File: src/core/switch_page_regs.svh
// Register offsets, field positions, reset values and timing counts of the switch register page
// Functional notes
// - Hold 64-bit identity: family, serial, CRC
// - Identity CRC polynomial x^8+x^5+x^4+1
// - CRC cleared, family LSB first, then serial
// - Page registers volatile; all but output latch reset-defined
// - 008Eh/008Fh read FFh; low addresses undefined
// - Pin-state register samples pins before reading
// - Register reads never pulse dual-function pin
// - Output latch holds channel write across reinit
// - Latch arbitrary at power-up; pin low sets
// - Change latches clear on reset, pin, command
// - Mask bit includes channel; clears on reset
// - Polarity per channel, source by bit 0
// - Search registers written only by their command
// - Control bits 4..6 read zero always
// - Control reads 08h after reset unsupplied
// - Bit 0 selects pins or change latches
// - Bit 1 selects OR or AND combine
// - Bit 2 selects reset input or pulse output
// - Power-up flag set by reset, answers search
`ifndef SWITCH_PAGE_REGS_SVH
`define SWITCH_PAGE_REGS_SVH
`define ADDR_PIN_LEVELS 16'h0088
`define ADDR_OUT_LATCHES 16'h0089
`define ADDR_CHG_LATCHES 16'h008a
`define ADDR_MASK 16'h008b
`define ADDR_POLARITY 16'h008c
`define ADDR_CTRL 16'h008d
`define ADDR_FILL_LO 16'h008e
`define ADDR_FILL_HI 16'h008f
`define FILL_BYTE 8'hff
`define UNDEF_BYTE 8'h00
`define CTRL_SOURCE_BIT 0
`define CTRL_COMBINE_BIT 1
`define CTRL_PIN_FUNC_BIT 2
`define CTRL_POWER_UP_BIT 3
`define CTRL_SUPPLY_BIT 7
`define CTRL_WRITE_MASK 8'h0f
`define CTRL_RESET 8'h08
`define SEARCH_RESET 8'h00
`define CHG_RESET 8'h00
`define CRC_POLY 8'h8c
`define CRC_INIT 8'h00
`define PULSE_NS 1000
`define CLK_NS 100
`define PULSE_CYCLES ((`PULSE_NS + `CLK_NS - 1) / `CLK_NS)
`endif

File: src/core/switch_page_pkg.sv
// Types shared by the switch register page
package switch_page_pkg;
	typedef enum logic [1:0] {CRC_IDLE, CRC_RUN, CRC_DONE} crc_state_t;
	typedef logic [7:0] byte_t;
endpackage : switch_page_pkg

File: src/core/switch_register_page.sv
// Register page and identity ROM of the eight-channel addressable switch
`timescale 1ns/1ns
`include "switch_page_regs.svh"
module switch_register_page #(
	parameter logic [7:0] FAMILY_CODE = 8'h5a, // Arbitrary value
	parameter logic [47:0] SERIAL_NUMBER = 48'h0123_4567_89ab // Arbitrary value
) (
	input wire logic clk_i, // Clock, 10 MHz
	input wire logic reset_n_i, // Power-on reset, active low
	input wire logic [7:0] channel_pin_i, // Channel pin levels
	input wire logic supply_present_i, // External supply connected
	input wire logic dual_function_pin_i, // Dual-function pin level
	output logic dual_function_pin_o, // Open-drain drive, always low
	output logic dual_function_pin_oe_n_o, // Low while pulling the pin low
	output logic [7:0] channel_drive_o, // Output latch, 1 = transistor off
	input wire logic [15:0] reg_addr_i, // Register read address
	input wire logic sample_i, // Sample pins (MS bit of prior byte)
	input wire logic read_i, // Register read strobe
	output logic [7:0] read_data_o, // Register read data
	input wire logic search_write_i, // Write search registers command
	input wire logic [7:0] wr_mask_i, // New mask value
	input wire logic [7:0] wr_polarity_i, // New polarity value
	input wire logic [7:0] wr_ctrl_i, // New control value
	input wire logic channel_write_i, // Channel-access write command
	input wire logic [7:0] channel_data_i, // Channel-access write data
	input wire logic channel_access_done_i, // Channel-access transfer done
	input wire logic reset_latches_i, // Reset-activity-latches done
	input wire logic reinit_i, // Self reinitialisation after ESD
	output logic search_answer_o, // Device answers conditional search
	output logic [63:0] identity_o, // Identity code, family in low byte
	output logic identity_ready_o, // Identity CRC computed
	output logic [7:0] pin_function_o // Control register image
);
	logic [7:0] pin_levels;
	logic [7:0] out_latch;
	logic [7:0] chg_latch;
	logic [7:0] mask;
	logic [7:0] polarity;
	logic [3:0] ctrl_cfg;
	logic [7:0] ctrl_image;
	logic [7:0] crc;
	logic [5:0] bit_idx;
	logic [55:0] id_body;
	logic crc_clear;
	logic crc_shift;
	logic pin_reset;
	logic [3:0] pulse_cnt;
	logic [7:0] src;
	logic [7:0] match;
	logic any_hit;
	logic all_hit;
	switch_page_pkg::crc_state_t crc_state;

	assign id_body = {SERIAL_NUMBER, FAMILY_CODE};
	assign pin_reset = !ctrl_cfg[`CTRL_PIN_FUNC_BIT] && !dual_function_pin_i;

	// CRC is built after reset from the body, LSB of family first
	always_ff @(posedge clk_i)
	begin
		if (!reset_n_i)
		begin
			crc_state <= switch_page_pkg::CRC_IDLE;
			bit_idx <= 6'h00;
		end
		else
		begin
			unique case (crc_state)
				switch_page_pkg::CRC_IDLE:
				begin
					crc_state <= switch_page_pkg::CRC_RUN;
					bit_idx <= 6'h00;
				end
				switch_page_pkg::CRC_RUN:
				begin
					// Index parks on the last body bit so it never points past the body
					if (bit_idx == 6'h37)
						crc_state <= switch_page_pkg::CRC_DONE;
					else
						bit_idx <= bit_idx + 6'h01;
				end
				switch_page_pkg::CRC_DONE:
					crc_state <= switch_page_pkg::CRC_DONE;
			endcase
		end
	end

	assign crc_clear = crc_state == switch_page_pkg::CRC_IDLE;
	assign crc_shift = crc_state == switch_page_pkg::CRC_RUN;

	identity_crc u_crc (
		.clk_i(clk_i),
		.reset_n_i(reset_n_i),
		.clear_i(crc_clear),
		.shift_i(crc_shift),
		.bit_i(id_body[bit_idx]),
		.crc_o(crc)
	);

	always_ff @(posedge clk_i)
	begin
		if (!reset_n_i)
			identity_o <= 64'h0;
		else if (crc_state == switch_page_pkg::CRC_DONE)
			identity_o <= {crc, id_body};
	end

	// Ready rises on the same edge that loads the identity, never ahead of it
	always_ff @(posedge clk_i)
	begin
		if (!reset_n_i)
			identity_ready_o <= 1'b0;
		else if (crc_state == switch_page_pkg::CRC_DONE)
			identity_ready_o <= 1'b1;
	end

	// Pin levels are caught only on the sample strobe, not on each read
	always_ff @(posedge clk_i)
	begin
		if (!reset_n_i)
			pin_levels <= 8'h00;
		else if (sample_i)
			pin_levels <= channel_pin_i;
	end

	// Output latch has no reset term: it powers up arbitrary and survives reinit
	always_ff @(posedge clk_i)
	begin
		if (pin_reset)
			out_latch <= 8'hff;
		else if (channel_write_i)
			out_latch <= channel_data_i;
	end

	assign channel_drive_o = out_latch;

	change_latch_bank u_chg (
		.clk_i(clk_i),
		.reset_n_i(reset_n_i),
		.pins_i(channel_pin_i),
		.clear_i(pin_reset || reset_latches_i),
		.latch_o(chg_latch)
	);

	// Search registers: reset values only, changed only by their command
	always_ff @(posedge clk_i)
	begin
		if (!reset_n_i)
		begin
			mask <= `SEARCH_RESET;
			polarity <= `SEARCH_RESET;
		end
		else if (search_write_i)
		begin
			mask <= wr_mask_i;
			polarity <= wr_polarity_i;
		end
	end

	always_ff @(posedge clk_i)
	begin
		if (!reset_n_i)
			ctrl_cfg <= 4'(`CTRL_RESET);
		else if (search_write_i)
			ctrl_cfg <= wr_ctrl_i[3:0] & 4'(`CTRL_WRITE_MASK);
	end

	assign ctrl_image = {supply_present_i, 3'b000, ctrl_cfg};
	assign pin_function_o = ctrl_image;

	assign src = ctrl_cfg[`CTRL_SOURCE_BIT] ? chg_latch : channel_pin_i;
	assign match = ~(src ^ polarity);
	assign any_hit = |(match & mask);
	assign all_hit = &(match | ~mask);

	always_ff @(posedge clk_i)
	begin
		if (!reset_n_i)
			search_answer_o <= 1'b1;
		else
			search_answer_o <= ctrl_cfg[`CTRL_POWER_UP_BIT]
				|| (ctrl_cfg[`CTRL_COMBINE_BIT] ? all_hit : any_hit);
	end

	// Register reads never touch the pulse counter
	always_ff @(posedge clk_i)
	begin
		if (!reset_n_i)
			read_data_o <= `UNDEF_BYTE;
		else if (read_i)
		begin
			unique case (reg_addr_i)
				`ADDR_PIN_LEVELS: read_data_o <= pin_levels;
				`ADDR_OUT_LATCHES: read_data_o <= out_latch;
				`ADDR_CHG_LATCHES: read_data_o <= chg_latch;
				`ADDR_MASK: read_data_o <= mask;
				`ADDR_POLARITY: read_data_o <= polarity;
				`ADDR_CTRL: read_data_o <= ctrl_image;
				`ADDR_FILL_LO, `ADDR_FILL_HI: read_data_o <= `FILL_BYTE;
				default: read_data_o <= `UNDEF_BYTE;
			endcase
		end
	end

	// Transfer pulse only after channel-access transfers, in pulse-output mode
	always_ff @(posedge clk_i)
	begin
		if (!reset_n_i)
			pulse_cnt <= 4'h0;
		else if (channel_access_done_i && ctrl_cfg[`CTRL_PIN_FUNC_BIT])
			pulse_cnt <= 4'(`PULSE_CYCLES);
		else if (pulse_cnt != 4'h0)
			pulse_cnt <= pulse_cnt - 4'h1;
	end

	assign dual_function_pin_o = 1'b0;
	assign dual_function_pin_oe_n_o = !(pulse_cnt != 4'h0 && ctrl_cfg[`CTRL_PIN_FUNC_BIT]);

	logic unused_reinit;
	assign unused_reinit = reinit_i; // Reinit deliberately leaves the output latch alone
endmodule : switch_register_page

File: src/core/identity_crc.sv
// Serial CRC8 generator for the identity code
`timescale 1ns/1ns
`include "switch_page_regs.svh"
module identity_crc (
	input wire logic clk_i, // Clock
	input wire logic reset_n_i, // Synchronous reset, active low
	input wire logic clear_i, // Clear shift register
	input wire logic shift_i, // Shift one bit
	input wire logic bit_i, // Data bit, LSB first
	output logic [7:0] crc_o // Shift register contents
);
	logic fb;

	assign fb = crc_o[0] ^ bit_i;
	always_ff @(posedge clk_i)
	begin
		if (!reset_n_i || clear_i)
			crc_o <= `CRC_INIT;
		else if (shift_i)
			crc_o <= (crc_o >> 1) ^ (fb ? `CRC_POLY : 8'h00);
	end
endmodule : identity_crc

File: src/core/change_latch_bank.sv
// Activity latches that catch any pin change until cleared
`timescale 1ns/1ns
`include "switch_page_regs.svh"
module change_latch_bank (
	input wire logic clk_i, // Clock
	input wire logic reset_n_i, // Synchronous reset, active low
	input wire logic [7:0] pins_i, // Channel pin levels
	input wire logic clear_i, // Clear all latches
	output logic [7:0] latch_o // Latched change flags
);
	logic [7:0] prev;

	always_ff @(posedge clk_i)
	begin
		prev <= pins_i;
	end

	// Set beats clear so an edge in the clearing cycle is kept
	always_ff @(posedge clk_i)
	begin
		if (!reset_n_i)
			latch_o <= `CHG_RESET;
		else
			latch_o <= (clear_i ? 8'h00 : latch_o) | (pins_i ^ prev);
	end
endmodule : change_latch_bank

File: config.mk
export PLATFORM = sky130hd
export DESIGN_NAME = switch_register_page
export DESIGN_NICKNAME = d
export VERILOG_FILES = /design/src/core/switch_page_pkg.sv /design/src/core/switch_register_page.sv /design/src/core/identity_crc.sv /design/src/core/change_latch_bank.sv
export VERILOG_INCLUDE_DIRS = /design/src /design/src/core
export SDC_FILE = /design/constraint.sdc
export NUM_CORES = 1
export LEC_CHECK = 0
export ABC_AREA = 1
export BUFFER_PORTS_ARGS = -buffer_cell sky130_fd_sc_hd__buf_2
export CAP_MARGIN = 20
export CORE_MARGIN = 2
export CORE_UTILIZATION = 35
export CTS_CLUSTER_DIAMETER = 40
export DETAILED_ROUTE_END_ITERATION = 7
export GPL_ROUTABILITY_DRIVEN = 1
export GPL_TIMING_DRIVEN = 0
export MAX_ROUTING_LAYER = met4
export SYNTH_ARGS = -nofsm -noshare
export SYNTH_HDL_FRONTEND = slang
export SYNTH_SLANG_ARGS = --single-unit
File: constraint.sdc
create_clock -name clk_i -period 3.1 [get_ports clk_i]
set_clock_uncertainty 0.05 [all_clocks]
set_input_delay 0.62 -clock clk_i [delete_from_list [all_inputs] [get_ports clk_i]]
set_output_delay 0.62 -clock clk_i [all_outputs]
set_load 0.05 [all_outputs]
======== After elaboration in Yosys (flattened, before gate mapping) ========
Memory sizes are Yosys's and may differ from the RTL's. A register that Yosys moved wholly into a read port is not among the register bits.
Cells that the tools add are included.
operators by class
  add/subtract/negate cells ............... 2
  order comparisons ....................... 1
  equal/unequal tests ..................... 13
  mux-type cells .......................... 14
  bitwise gates (word level) .............. 10
  reductions and logical operators ........ 19
operators by type and width
  operator                                                                       number
  16-bit by 8-bit == test with 1-bit output (second input constant)              8
  8-bit case mux with 7 select lines                                             1
  8-bit 2-to-1 mux                                                               3
  6-bit 2-to-1 mux                                                               3
  8-bit NOT                                                                      2
  8-bit bitwise OR                                                               2
  8-bit XOR                                                                      2
  6-bit case mux with 2 select lines                                             1
  8-bit AND                                                                      1
  4-bit 2-to-1 mux                                                               2
  8-bit AND reduction                                                            1
  8-bit OR reduction                                                             1
  7-bit by 8-bit XOR with 8-bit output                                           1
  6-bit by 7-bit less-than comparator with 1-bit output (second input constant)  1
  6-bit by 1-bit adder with 6-bit output (second input constant)                 1
  6-bit == test (second input constant)                                          1
  2-bit case mux with 3 select lines                                             1
  1-bit zero test                                                                4
  2-bit nonzero test                                                             2
  4-bit nonzero test                                                             1
  2-bit OR reduction                                                             2
  4-bit by 1-bit subtractor with 4-bit output (second input constant)            1
  1-bit logical AND                                                              3
  1-bit logical OR                                                               3
  other kinds (10)                                                               11
storage, ports and cells
  register bits ........................... 114
  ROM bits ................................ 64
  output and inout port bits .............. 92
  word-level logic and storage cells ...... 76
  memories kept ........................... 1
memories
  memory            words  bits a word  rd ports  clocked after memory_dff  write ports  line                        text
  (name not given)  64     1            1         1                         0            switch_register_page.sv:95  .bit_i(id_body[bit_idx]),

======== Longest topological paths before layout ========
Gate-level depths: netlist (run 1).
  depth in word-level cells ............... 7
  mapped depth ............................ 15
  mapped depth without buffers ............ 15

======== Hierarchy ========
A second synthesis (run 1) with hierarchy kept.
second synthesis, totals
  cell total of the unflattened synthesis .. 728
  area total of the unflattened synthesis .. 5039.8 um^2
by module, submodules not included
  module                instances  cells an instance  area each (um^2)
  switch_register_page  1          597                4078.9
  change_latch_bank     1          82                 581.8
  identity_crc          1          49                 379.1

======== Worst setup path after synthesis (run 1) ========
OpenSTA, ideal clock, no wires.
  kind .................................... register to output
  start ................................... reg pulse_cnt[2]
  end ..................................... out dual_function_pin_oe_n_o
  arrival ................................. 1.646 ns
  required time ........................... 2.430 ns
  setup slack ............................. 0.784 ns
  stages on the path, launching flop included .. 4
  buffers on the path ..................... 0
  cell sequence ........................... dfxtp_1 nor3_1 inv_1 o21ai_0
on the way
  longest elaborated chain between the ends .. 3
RTL lines
  item                      line                         text
  start: declaration        switch_register_page.sv:47   logic [3:0] pulse_cnt;
  start signal: assignment  switch_register_page.sv:210  pulse_cnt <= 4'(`PULSE_CYCLES);
  start signal: assignment  switch_register_page.sv:212  pulse_cnt <= pulse_cnt - 4'h1;
  4-bit nonzero test        switch_register_page.sv:216  assign dual_function_pin_oe_n_o = !(pulse_cnt != 4'h0 && ctrl_cfg[`CTRL_PIN_FUNC_BIT]);
  1-bit logical AND         switch_register_page.sv:216
  1-bit zero test           switch_register_page.sv:216
  end: declaration          switch_register_page.sv:14   output logic dual_function_pin_oe_n_o,
Every way passes these cells.

==> impl_table.tex, run 1 <==
\begin{tabular}{lr}
\hline
Metric & Value \\
\hline
\multicolumn{2}{l}{\textbf{Pwr}} \\
\quad Ratio of total power to cell area & 709.0 mW/mm2 \\
\quad Peak supply drop & 0.0003091 V \\
\quad Leakage & 3.080 nW \\
\multicolumn{2}{l}{\textbf{STA}} \\
\quad Actual transition at the worst max-transition pin & 787.8 ps \\
\quad Rel. slew slack & 47.41\% \\
\quad Count of final hold-check violations & 0 \\
\quad Final critical-path required period & 2335 ps \\
\quad Final Max Slew Viols & 0 \\
\quad Maximum clock frequency & 428.3 MHz \\
\quad RSZ-0062 raised after global routing & false \\
\quad Number of setup violations in the final report & 0 \\
\quad Ratio of final minimum period to clock period & 75.32\% \\
\quad Setup TNS & 0 ps \\
\multicolumn{2}{l}{\textbf{Clock tree}} \\
\quad Sink count of the clock tree & 91 \\
\quad Clock root buffer & sky130\_fd\_sc\_hd\_\_clkbuf\_16 \\
\quad CTS tree & yes \\
\quad Post-CTS repair timing setup buffer count & 0 \\
\quad Total CTS buffers & 9 \\
\quad Number of H-tree levels & 3 \\
\quad Clock latency at the later pin of the worst-skew pair & 350 ps \\
\quad CTS-repair resized insts & 0 \\
\quad Clock transition at path regs & 70 ps \\
\quad Cts-stage hold buffer count & 0 \\
\quad Maximum count of clock buffers along a single path & 2 \\
\multicolumn{2}{l}{\textbf{Placement}} \\
\quad Number of instances in the placed design & 1,005 \\
\quad Total of buffers placed on input and output ports & 114 \\
\quad Routability-driven placement congestion ratio & 0.9029 \\
\quad HPWL after detailed placement & 9571 um \\
\multicolumn{2}{l}{\textbf{Synthesis}} \\
\quad FFs w/ async S/R, synth & 0\% \\
\quad Mapped Cells & 676 \\
\quad Netlist Area Pre-Place & 0.004877 mm2 \\
\quad Flop and latch count out of synthesis & 91 \\
\quad Number of enable-type register cells in the synthesized netlist & 0 \\
\quad Mean instance size in the synthesized netlist & 7.215 um2 \\
\quad Commonest register cell after synthesis & sky130\_fd\_sc\_hd\_\_dfxtp\_1 \\
\quad Cells taking the most area after synthesis & sky130\_fd\_sc\_hd\_\_dfxtp\_1 37\%, sky130\_fd\_sc\_hd\_\_buf\_4 9.7\%, sky130\_fd\_sc\_hd\_\_nand2\_1 9.1\% \\
\quad Netlist cell types & 36 \\
\quad Count of synthesis-stage warnings from yosys & 0 \\
\quad Most used standard cell by instance count after synthesis & sky130\_fd\_sc\_hd\_\_nand2\_1 \\
\quad Synth top area share & 37.35\% \\
\quad List of most frequent post-synthesis cells & 118 x sky130\_fd\_sc\_hd\_\_nand2\_1, 91 x sky130\_fd\_sc\_hd\_\_dfxtp\_1, 86 x sky130\_fd\_sc\_hd\_\_nand3\_1, 69 x sky130\_fd\_sc\_hd\_\_nor2\_1, 63 x sky130\_fd\_sc\_hd\_\_buf\_4 \\
\quad Post-synthesis sequential area ratio & 37.35\% \\
\quad Area leader, netlist & sky130\_fd\_sc\_hd\_\_dfxtp\_1 \\
\multicolumn{2}{l}{\textbf{Min path}} \\
\quad Hold Path Stages & 1 \\
\quad Worst min-delay path startpoint & channel\_pin\_i[7] \\
\quad Worst Hold Endpoint & u\_chg.prev[7]\$\_DFF\_P\_ \\
\quad Type of the most critical hold path & primary input to flip-flop \\
\multicolumn{2}{l}{\textbf{Critical path}} \\
\quad Critical Path AT & 2530 ps \\
\quad Type of element launching the critical path & flip-flop \\
\quad Maximum net fanout on the critical path & 9 \\
\quad Start of the worst register-to-register path & crc\_state[1]\$\_SDFFE\_PN0P\_ \\
\quad Worst flop-to-flop path endpoint & u\_crc.bit\_i\$\_DFF\_P\_ \\
\quad Required arrival time at the worst endpoint & 3300 ps \\
\quad R2R cell count & 15 \\
\quad Minimum setup slack among reg-to-reg paths & 760 ps \\
\quad WS Path Type & flip-flop to flip-flop \\
\quad Worst Setup End Kind & flip-flop \\
\multicolumn{2}{l}{\textbf{Global route}} \\
\quad Number of antenna violations at the first check in global routing & 1 \\
\quad Global routing usage summed across all routing layers & 16.85\% \\
\quad Maximum number of pins on one net before global-route repair & 27 \\
\quad Gr ovfl total & 0 \\
\quad Vias in the first global route & 3,976 \\
\quad First-pass GRT wire length & 19,010 um \\
\multicolumn{2}{l}{\textbf{Routing}} \\
\quad Detailed Routing Iterations Pass 1 & 4 \\
\quad Total vias in the final route & 4,535 \\
\quad Wirelength, routed & 12,280 um \\
\quad Count of routing violations after the opening detailed-route iteration & 233 \\
\quad Per-cell via count in the routed design & 4.437 \\
\quad DRC viols & 0 \\
\quad Routed wirelength normalized by instance count & 12.02 um \\
\quad Final antenna-violating net count & 0 \\
\multicolumn{2}{l}{\textbf{Floorplan}} \\
\quad Total I/O pin count & 159 \\
\quad Die X-Extent & 122.0 um \\
\quad Core Region & 0.01372 mm2 \\
\quad Number of rows in the core area & 43 \\
\quad Initial core utilization & 35.55\% \\
\quad Total Die Area & 0.01490 mm2 \\
\quad Vertical extent of the die & 122.0 um \\
\multicolumn{2}{l}{\textbf{Run}} \\
\quad Max Cap Viol & 0 \\
\multicolumn{2}{l}{\textbf{Final layout}} \\
\quad Fill cell total of the finished layout & 1,459 \\
\quad Fin cells & 1,022 \\
\quad Count of nets after finishing & 913 \\
\quad Synth-to-Final Area Change & 24.91\% \\
\quad Fraction of layout instances using a drive strength above 1 & 26.40\% \\
\multicolumn{2}{l}{\textbf{Outcome}} \\
\quad Run status & complete, no violations \\
\hline
\end{tabular}
-- layout make-up --
| cell class | count | area [um2] | area share, % |
|---|---|---|---|
| multi-input combinational | 475 | 2399 | 39.37 |
| inverter | 62 | 232.7 | 3.820 |
| sequential | 91 | 1822 | 29.90 |
| timing repair buffer | 114 | 570.5 | 9.365 |
| clock inverter | 7 | 60.06 | 0.9858 |
| antenna | 1 | 2.502 | 0.04108 |
| buffer | 83 | 555.5 | 9.119 |
| clock buffer | 9 | 225.2 | 3.697 |
| tap | 180 | 225.2 | 3.697 |
-- layout by cell type, fill, tap and decap left out, types with 2 or more instances in the layout --
cell	instances
sky130_fd_sc_hd__a211oi_1	2
sky130_fd_sc_hd__a21oi_1	36
sky130_fd_sc_hd__a21oi_2	7
sky130_fd_sc_hd__buf_2	120
sky130_fd_sc_hd__buf_4	63
sky130_fd_sc_hd__clkbuf_1	14
sky130_fd_sc_hd__clkbuf_16	9
sky130_fd_sc_hd__clkinvlp_4	2
sky130_fd_sc_hd__conb_1	36
sky130_fd_sc_hd__dfxtp_1	91
sky130_fd_sc_hd__ha_1	10
sky130_fd_sc_hd__inv_1	59
sky130_fd_sc_hd__inv_2	2
sky130_fd_sc_hd__inv_8	2
sky130_fd_sc_hd__nand2_1	118
sky130_fd_sc_hd__nand2_2	3
sky130_fd_sc_hd__nand2b_1	4
sky130_fd_sc_hd__nand3_1	86
sky130_fd_sc_hd__nand3_4	2
sky130_fd_sc_hd__nand3b_1	4
sky130_fd_sc_hd__nand4_1	6
sky130_fd_sc_hd__nor2_1	69
sky130_fd_sc_hd__nor3_1	4
sky130_fd_sc_hd__nor3_2	3
sky130_fd_sc_hd__o21ai_0	45
sky130_fd_sc_hd__o21ai_1	10
sky130_fd_sc_hd__o21bai_1	2
sky130_fd_sc_hd__xnor2_1	15
sky130_fd_sc_hd__xor2_1	4
-- power by group --
| part | leakage [nW] | internal (mW) | switching (mW) |
|---|---|---|---|
| Combinational | 2.19 | 0.549 | 1.24 |
| Sequential | 0.752 | 1.32 | 0.140 |
| Clock | 0.136 | 0.558 | 0.510 |
-- sequential cells by signal, indices dropped and copies added, names as in the netlist, 8 cells and up --
name and cells:
identity_o 9, channel_drive_o 8, mask 8, pin_levels 8
polarity 8, read_data_o 8, u_chg.latch_o 8, u_chg.prev 8
u_crc.crc_o 8
-- worst max path at each step --
stage                              start  slack [ps]                       end  cells after the start
4_1_cts        crc_state[1]$_SDFFE_PN0P_         740       u_crc.bit_i$_DFF_P_                     15
2_1_floorplan  pulse_cnt[2]$_SDFFE_PP0P_         780  dual_function_pin_oe_n_o                      3
5_1_grt        crc_state[1]$_SDFFE_PN0P_         500       u_crc.bit_i$_DFF_P_                     15
6_report       crc_state[1]$_SDFFE_PN0P_         760       u_crc.bit_i$_DFF_P_                     15
3_5_place_dp   crc_state[1]$_SDFFE_PN0P_         760       u_crc.bit_i$_DFF_P_                     15
3_3_place_gp   crc_state[1]$_SDFFE_PN0P_         760       u_crc.bit_i$_DFF_P_                     15
-- layer usage --
metal / global-route usage (%) / vias up / routed length, um
met5: - / - / 0
met2: 26.82 / 110 / 5768
met3: 3.043 / 16 / 725
met4: 7.399 / 0 / 248
met1: 20.91 / 1987 / 5541
li1: - / 2422 / -
-- per-stage QoR --
stage	setup slack [ps]	power, mW	util, %	hold slack (ps)	cell area (um2)
after floorplan	784.1	2.909	-	394.8	5009
after global placement	755.2	3.273	42.31	414.8	5804
after detailed placement	762.7	3.277	42.31	423.4	5804
after CTS	740.9	4.351	44.39	342.5	6090
after global routing	499.1	4.578	44.40	346.1	6092
final	765.0	4.319	44.40	353.9	6092
-- logic make-up after synthesis --
group	after synthesis	share of synthesized area (%)
AO/OA/AOI/OAI	106	12.01
buffers and inverters	145	16.16
other	1	0.07689
adder cells (fa/ha/maj)	10	2.565
AND/OR/NAND/NOR	304	28.43
XOR/XNOR	19	3.412
flip-flops	91	37.35
-- worst max-delay path, stage by stage (launching register included) --
cell                      delay (ps)
sky130_fd_sc_hd__dfxtp_1         330
sky130_fd_sc_hd__inv_1            80
sky130_fd_sc_hd__ha_1            290
sky130_fd_sc_hd__inv_2           140
sky130_fd_sc_hd__nand2_2         130
sky130_fd_sc_hd__nand3_4         130
sky130_fd_sc_hd__o21ai_1         140
sky130_fd_sc_hd__nand2_1         150
sky130_fd_sc_hd__inv_1           160
sky130_fd_sc_hd__ha_1            260
sky130_fd_sc_hd__inv_1            60
sky130_fd_sc_hd__nand2_1          50
sky130_fd_sc_hd__nand3_1          60
sky130_fd_sc_hd__nand3_1          70
sky130_fd_sc_hd__nand3_1          80
sky130_fd_sc_hd__nand2_1          50
No activity file was read; power rests on OpenSTA's default activity.
==> run 2, diff against run 1 <==
clock period = 1.9 ns   (was 3.1 ns; I/O delays follow)
==> impl_table.tex, run 2 (synthesis gave the netlist of run 1 again) <==
\begin{tabular}{lr}
\hline
Metric & Value \\
\hline
\multicolumn{2}{l}{\textbf{Routing}} \\
\quad Per-cell via count in the routed design & 4.454 \\
\quad Routed wirelength normalized by instance count & 11.85 um \\
\quad Count of routing violations after the opening detailed-route iteration & 241 \\
\quad Total vias in the final route & 4,628 \\
\quad Detailed Routing Iterations Pass 1 & 5 \\
\quad DRC viols & 0 \\
\quad Wirelength, routed & 12,310 um \\
\quad Final antenna-violating net count & 0 \\
\multicolumn{2}{l}{\textbf{Floorplan}} \\
\quad Number of rows in the core area & 43 \\
\quad Total I/O pin count & 159 \\
\quad Die X-Extent & 122.0 um \\
\quad Total Die Area & 0.01490 mm2 \\
\quad Initial core utilization & 35.55\% \\
\quad Core Region & 0.01372 mm2 \\
\quad Vertical extent of the die & 122.0 um \\
\multicolumn{2}{l}{\textbf{STA}} \\
\quad Final critical-path required period & 1979 ps \\
\quad Number of setup violations in the final report & 1 \\
\quad Rel. slew slack & 55.48\% \\
\quad Count of final hold-check violations & 0 \\
\quad RSZ-0062 raised after global routing & true \\
\quad Worst Setup Slack, final & -79.19 ps \\
\quad Worst Hold Margin & 118.4 ps \\
\quad Maximum clock frequency & 505.3 MHz \\
\quad Setup TNS & -79.19 ps \\
\quad Ratio of final minimum period to clock period & 104.2\% \\
\quad Final Max Slew Viols & 0 \\
\quad Actual transition at the worst max-transition pin & 665.3 ps \\
\multicolumn{2}{l}{\textbf{Global route}} \\
\quad Gr ovfl total & 0 \\
\quad First-pass GRT wire length & 18,810 um \\
\quad Global routing usage summed across all routing layers & 16.43\% \\
\quad Maximum number of pins on one net before global-route repair & 27 \\
\quad Number of antenna violations at the first check in global routing & 0 \\
\quad Vias in the first global route & 3,892 \\
\multicolumn{2}{l}{\textbf{Critical path}} \\
\quad WS Path Type & flip-flop to flip-flop \\
\quad CP dominant cell by count & sky130\_fd\_sc\_hd\_\_buf\_6 \\
\quad Critical Path AT & 2170 ps \\
\quad Gate family responsible for the most delay along the worst path & buffers and inverters \\
\quad Maximum net fanout on the critical path & 5 \\
\quad WP buf/inv & 5 \\
\quad Type of element launching the critical path & flip-flop \\
\quad Worst-path cell chain & inv\_2 -> ha\_4 -> inv\_8 -> nand2\_4 -> nand3\_4 -> o21ai\_2 -> nand2\_2 -> buf\_6 -> buf\_6 -> buf\_6 -> o21ai\_2 -> nand3\_2 -> nand2\_1 -> nand2\_1 \\
\quad Cell with the largest stage delay on the worst path & sky130\_fd\_sc\_hd\_\_dfxtp\_2 \\
\quad Critical path's largest stage delay & 330 ps \\
\quad Required arrival time at the worst endpoint & 2090 ps \\
\quad Worst Setup End Kind & flip-flop \\
\multicolumn{2}{l}{\textbf{Pwr}} \\
\quad Design Power & 7.615 mW \\
\quad Ratio of total power to cell area & 1189 mW/mm2 \\
\quad Leakage & 3.208 nW \\
\quad Peak supply drop & 0.0006289 V \\
\multicolumn{2}{l}{\textbf{Clock tree}} \\
\quad Number of H-tree levels & 3 \\
\quad Clock transition at path regs & 60 ps \\
\quad Clock latency at the later pin of the worst-skew pair & 350 ps \\
\quad Clock root buffer & sky130\_fd\_sc\_hd\_\_clkbuf\_16 \\
\quad Maximum count of clock buffers along a single path & 2 \\
\quad Total CTS buffers & 9 \\
\quad CTS tree & yes \\
\quad Sink count of the clock tree & 91 \\
\multicolumn{2}{l}{\textbf{Placement}} \\
\quad HPWL after detailed placement & 9360 um \\
\quad Routability-driven placement congestion ratio & 0.8978 \\
\quad Total of buffers placed on input and output ports & 114 \\
\multicolumn{2}{l}{\textbf{Final layout}} \\
\quad Largest register by flop count & identity\_o \\
\quad Synth-to-Final Area Change & 31.27\% \\
\quad Number of flip-flops under the largest register name & 9 \\
\quad Most common library cell in the layout ignoring fill and taps & sky130\_fd\_sc\_hd\_\_buf\_2 \\
\quad Commonest cells after routing, fill and taps aside & 120 x sky130\_fd\_sc\_hd\_\_buf\_2, 112 x sky130\_fd\_sc\_hd\_\_nand2\_1, 86 x sky130\_fd\_sc\_hd\_\_dfxtp\_1, 83 x sky130\_fd\_sc\_hd\_\_nand3\_1, 78 x sky130\_fd\_sc\_hd\_\_buf\_4 \\
\quad Count of nets after finishing & 931 \\
\quad Fraction of layout instances using a drive strength above 1 & 31.08\% \\
\quad Antenna diode count & 0 \\
\quad Post-Route Utilization & 46.67\% \\
\multicolumn{2}{l}{\textbf{Run}} \\
\quad Max Cap Viol & 0 \\
\multicolumn{2}{l}{\textbf{Outcome}} \\
\quad Violated checks & negative setup slack \\
\quad Run status & finished, violations left \\
\multicolumn{2}{l}{\textbf{Min path}} \\
\quad Type of the most critical hold path & primary input to flip-flop \\
\hline
\end{tabular}
run 2: area by class of cell:
type	instances	area [um2]
Sequential cell	91	1833
Multi-Input combinational cell	475	2532
Clock buffer	10	229.0
Timing Repair Buffer	132	716.9
Fill cell	1429	7317
Clock inverter	6	65.06
Tap cell	180	225.2
Inverter	62	245.2
Buffer	83	555.5
run 2: report_power, final:
group / leakage, nW / internal, mW / switching (mW)
combinational: 2.31 / 1.22 / 2.21
sequential: 0.754 / 2.17 / 0.238
clock: 0.143 / 1.02 / 0.754
total: 3.21 / 4.41 / 3.20
run 2: path summary, 6_finish.rpt:
path	slack [ps]	cells after the start	start	endpoint
max	-80	14	crc_state[1]$_SDFFE_PN0P_	u_crc.bit_i$_DFF_P_
min	120	1	channel_pin_i[3]	u_chg.prev[3]$_DFF_P_
min reg2reg	420	2	read_data_o[1]$_SDFFE_PN0P_	read_data_o[1]$_SDFFE_PN0P_
max reg2reg	-80	14	crc_state[1]$_SDFFE_PN0P_	u_crc.bit_i$_DFF_P_
run 2: timing repair:
action / CTS / global route
buffers inserted: 2 / 16
resized for setup: 5 / 31
pin swaps: 2 / 16
hold buffers: 0 / 0
setup endpoints to repair: 26 / 1
run 2: worst reg2reg max path, delay by kind of cell (launching register included):
| family | cells | cell delay (ps) |
|---|---|---|
| and+or+nand+nor | 6 | 470 |
| adders and majority gates | 1 | 220 |
| buffers and inverters | 5 | 480 |
| AOI/OAI and AO/OA | 2 | 320 |
| DFF | 1 | 330 |
run 2: per-layer routing:
metal,track usage [%],vias up,part of all wire (%)
met2,27.44,118,49
met3,3.699,17,5.9
met1,19.93,2023,43
met5,-,-,0
li1,-,2470,-
met4,4.598,0,1.5
run 2: stage by stage:
stage / setup slack [ps] / instance area (um2) / instances
after floorplan: 7.493 / 5035 / 711
after global placement: -230.3 / 5831 / 1005
after detailed placement: -221.0 / 5831 / 1005
after CTS: -149.2 / 6148 / 1023
after global routing: -213.6 / 6402 / 1039
final: -79.19 / 6402 / 1039
==> run 3, diff against run 2 <==
CORE_UTILIZATION = 46   (was 35)
PLACE_DENSITY = 0.76   (was unset)
SLEW_MARGIN = 20   (was unset)
==> impl_table.tex, run 3 (synthesis gave the netlist of run 1 again) <==
\begin{tabular}{lr}
\hline
Metric & Value \\
\hline
\multicolumn{2}{l}{\textbf{Placement}} \\
\quad Total of buffers placed on input and output ports & 114 \\
\quad Routability-driven placement congestion ratio & 0.8688 \\
\quad Pre-CTS setup slack & -251.0 ps \\
\quad HPWL after detailed placement & 8972 um \\
\quad Placed Instance Area & 0.005776 mm2 \\
\multicolumn{2}{l}{\textbf{Clock tree}} \\
\quad Clock transition at path regs & 90 ps \\
\quad Number of H-tree levels & 3 \\
\quad Clock root buffer & sky130\_fd\_sc\_hd\_\_clkbuf\_8 \\
\quad Cts-stage hold buffer count & 0 \\
\quad Sink count of the clock tree & 91 \\
\quad Maximum count of clock buffers along a single path & 2 \\
\quad Total CTS buffers & 9 \\
\quad CTS tree & yes \\
\quad Clock latency at the later pin of the worst-skew pair & 360 ps \\
\multicolumn{2}{l}{\textbf{Final layout}} \\
\quad Count of nets after finishing & 928 \\
\quad Synth-to-Final Area Change & 26.99\% \\
\quad Most common library cell in the layout ignoring fill and taps & sky130\_fd\_sc\_hd\_\_buf\_2 \\
\quad Antenna diode count & 0 \\
\quad Fraction of layout instances using a drive strength above 1 & 29.94\% \\
\quad Number of flip-flops under the largest register name & 9 \\
\quad Post-route standard cell area excluding fillers & 0.006193 mm2 \\
\quad Fill cell total of the finished layout & 996 \\
\quad Largest register by flop count & identity\_o \\
\quad Commonest cells after routing, fill and taps aside & 120 x sky130\_fd\_sc\_hd\_\_buf\_2, 113 x sky130\_fd\_sc\_hd\_\_nand2\_1, 86 x sky130\_fd\_sc\_hd\_\_nand3\_1, 86 x sky130\_fd\_sc\_hd\_\_dfxtp\_1, 76 x sky130\_fd\_sc\_hd\_\_buf\_4 \\
\multicolumn{2}{l}{\textbf{Critical path}} \\
\quad Critical Path AT & 2180 ps \\
\quad Worst Setup End Kind & flip-flop \\
\quad Type of element launching the critical path & flip-flop \\
\quad Critical path's largest stage delay & 340 ps \\
\quad WP buf/inv & 2 \\
\quad Gate family responsible for the most delay along the worst path & simple AND/OR/NAND/NOR gates \\
\quad Cell with the largest stage delay on the worst path & sky130\_fd\_sc\_hd\_\_dfxtp\_2 \\
\quad WS Path Type & flip-flop to flip-flop \\
\quad CP dominant cell by count & sky130\_fd\_sc\_hd\_\_nand3\_1 \\
\quad Required arrival time at the worst endpoint & 2120 ps \\
\quad Maximum net fanout on the critical path & 6 \\
\quad Worst-path cell chain & inv\_2 -> ha\_4 -> nand2\_2 -> nand3\_4 -> nand2\_2 -> nand2\_4 -> inv\_1 -> ha\_1 -> nand3b\_1 -> nand3\_1 -> nand3\_1 -> nand3\_1 -> nand2\_1 \\
\multicolumn{2}{l}{\textbf{Floorplan}} \\
\quad Vertical extent of the die & 107.0 um \\
\quad Die X-Extent & 107.0 um \\
\quad Total I/O pin count & 159 \\
\quad Number of rows in the core area & 37 \\
\quad Initial core utilization & 47.24\% \\
\quad Total Die Area & 0.01144 mm2 \\
\quad Core Region & 0.01032 mm2 \\
\multicolumn{2}{l}{\textbf{Run}} \\
\quad Max Cap Viol & 0 \\
\multicolumn{2}{l}{\textbf{Global route}} \\
\quad Global routing usage summed across all routing layers & 20.82\% \\
\quad First-pass GRT wire length & 18,600 um \\
\quad Gr ovfl total & 0 \\
\quad Number of antenna violations at the first check in global routing & 0 \\
\quad Maximum number of pins on one net before global-route repair & 27 \\
\quad Vias in the first global route & 3,974 \\
\multicolumn{2}{l}{\textbf{STA}} \\
\quad Final Max Slew Viols & 0 \\
\quad Ratio of final minimum period to clock period & 103.4\% \\
\quad Rel. slew slack & 55.64\% \\
\quad Final critical-path required period & 1965 ps \\
\quad Setup TNS & -65.02 ps \\
\quad Worst Setup Slack, final & -65.02 ps \\
\quad Maximum clock frequency & 508.9 MHz \\
\quad Actual transition at the worst max-transition pin & 665.4 ps \\
\quad Worst Hold Margin & 109.6 ps \\
\quad Count of final hold-check violations & 0 \\
\quad Number of setup violations in the final report & 1 \\
\quad RSZ-0062 raised after global routing & true \\
\multicolumn{2}{l}{\textbf{Routing}} \\
\quad Final antenna-violating net count & 0 \\
\quad Wirelength, routed & 11,870 um \\
\quad Total vias in the final route & 4,635 \\
\quad Routed wirelength normalized by instance count & 11.98 um \\
\quad Detailed Routing Iterations Pass 1 & 4 \\
\quad DRC viols & 0 \\
\quad Count of routing violations after the opening detailed-route iteration & 224 \\
\quad Per-cell via count in the routed design & 4.677 \\
\quad Uppermost metal layer occupied by signal nets & met4 \\
\quad Wire length on met1 & 5179 um \\
\quad Detailed-routed wire length on met3 & 719 um \\
\quad Routed length on met2 & 5735 um \\
\multicolumn{2}{l}{\textbf{Min path}} \\
\quad Type of the most critical hold path & primary input to flip-flop \\
\multicolumn{2}{l}{\textbf{Pwr}} \\
\quad Peak supply drop & 0.0007480 V \\
\quad Leakage & 3.126 nW \\
\quad Design Power & 7.097 mW \\
\quad Ratio of total power to cell area & 1146 mW/mm2 \\
\multicolumn{2}{l}{\textbf{Outcome}} \\
\quad Run status & finished, violations left \\
\quad Violated checks & negative setup slack \\
\hline
\end{tabular}
[run 3: cell types whose count changed in the layout (fill, tap and decap cells not counted), moves of 2 or more]
| cell | delta |
|---|---|
| sky130_fd_sc_hd__clkbuf_8 | +10 |
| sky130_fd_sc_hd__clkbuf_16 | -9 |
| sky130_fd_sc_hd__nand3_1 | +3 |
| sky130_fd_sc_hd__nand3_2 | -3 |
| sky130_fd_sc_hd__buf_4 | -2 |
| sky130_fd_sc_hd__buf_6 | -2 |
| sky130_fd_sc_hd__clkinv_2 | -2 |
| sky130_fd_sc_hd__nand2_4 | -2 |
[run 3: power breakdown]
part	switching [mW]	internal, mW
clock network	0.697	0.644
registers	0.225	2.17
logic	2.20	1.16
[run 3: stage by stage]
step	std cells	util (%)
4_1_cts	977	58.07
3_5_place_dp	961	55.94
3_3_place_gp	961	55.94
2_1_floorplan	711	-
5_1_grt	991	59.99
6_report	991	59.99
[run 3: per-layer routing]
layer | vias up | GRT usage (%)
met1 | 2053 | 24.82
met4 | 0 | 6.308
li1 | 2442 | -
met3 | 22 | 5.167
met5 | - | -
met2 | 118 | 34.85
[run 3: worst register-to-register path, stage by stage (launching register included)]
cell and delay [ps]:
sky130_fd_sc_hd__dfxtp_2 340, sky130_fd_sc_hd__inv_2 90, sky130_fd_sc_hd__ha_4 220, sky130_fd_sc_hd__nand2_2 110, sky130_fd_sc_hd__nand3_4 120, sky130_fd_sc_hd__nand2_2 80
sky130_fd_sc_hd__nand2_4 100, sky130_fd_sc_hd__inv_1 100, sky130_fd_sc_hd__ha_1 200, sky130_fd_sc_hd__nand3b_1 160, sky130_fd_sc_hd__nand3_1 100, sky130_fd_sc_hd__nand3_1 80
sky130_fd_sc_hd__nand3_1 80, sky130_fd_sc_hd__nand2_1 50
[run 3: area by class of cell]
type                    instances  area [um2]  share of cell area (%)
clock inverters                 5       62.56                   1.010
repair buffers                129       699.4                   11.29
plain buffers                  83       555.5                   8.970
multi-input cells             475        2495                   40.28
well taps                     136       170.2                   2.747
flip-flops and latches         91        1831                   29.56
clock buffers                  10       137.6                   2.222
inverters                      62       242.7                   3.919
[run 3: path summary, 6_finish.rpt]
| path | start | end | slack, ps | cells past startpoint |
|---|---|---|---|---|
| setup / recovery | crc_state[1]$_SDFFE_PN0P_ | u_crc.bit_i$_DFF_P_ | -70 | 13 |
| hold / removal | channel_pin_i[3] | u_chg.prev[3]$_DFF_P_ | 110 | 1 |
| setup reg to reg | crc_state[1]$_SDFFE_PN0P_ | u_crc.bit_i$_DFF_P_ | -70 | 13 |
| hold reg to reg | read_data_o[7]$_SDFFE_PN0P_ | read_data_o[7]$_SDFFE_PN0P_ | 430 | 2 |
[run 3: repair_timing]
action,CTS,global route
buffers inserted,1,14
gates resized for setup,5,17
hold endpoints to repair,0,0
setup endpoints to repair,26,1
pin swaps,3,12
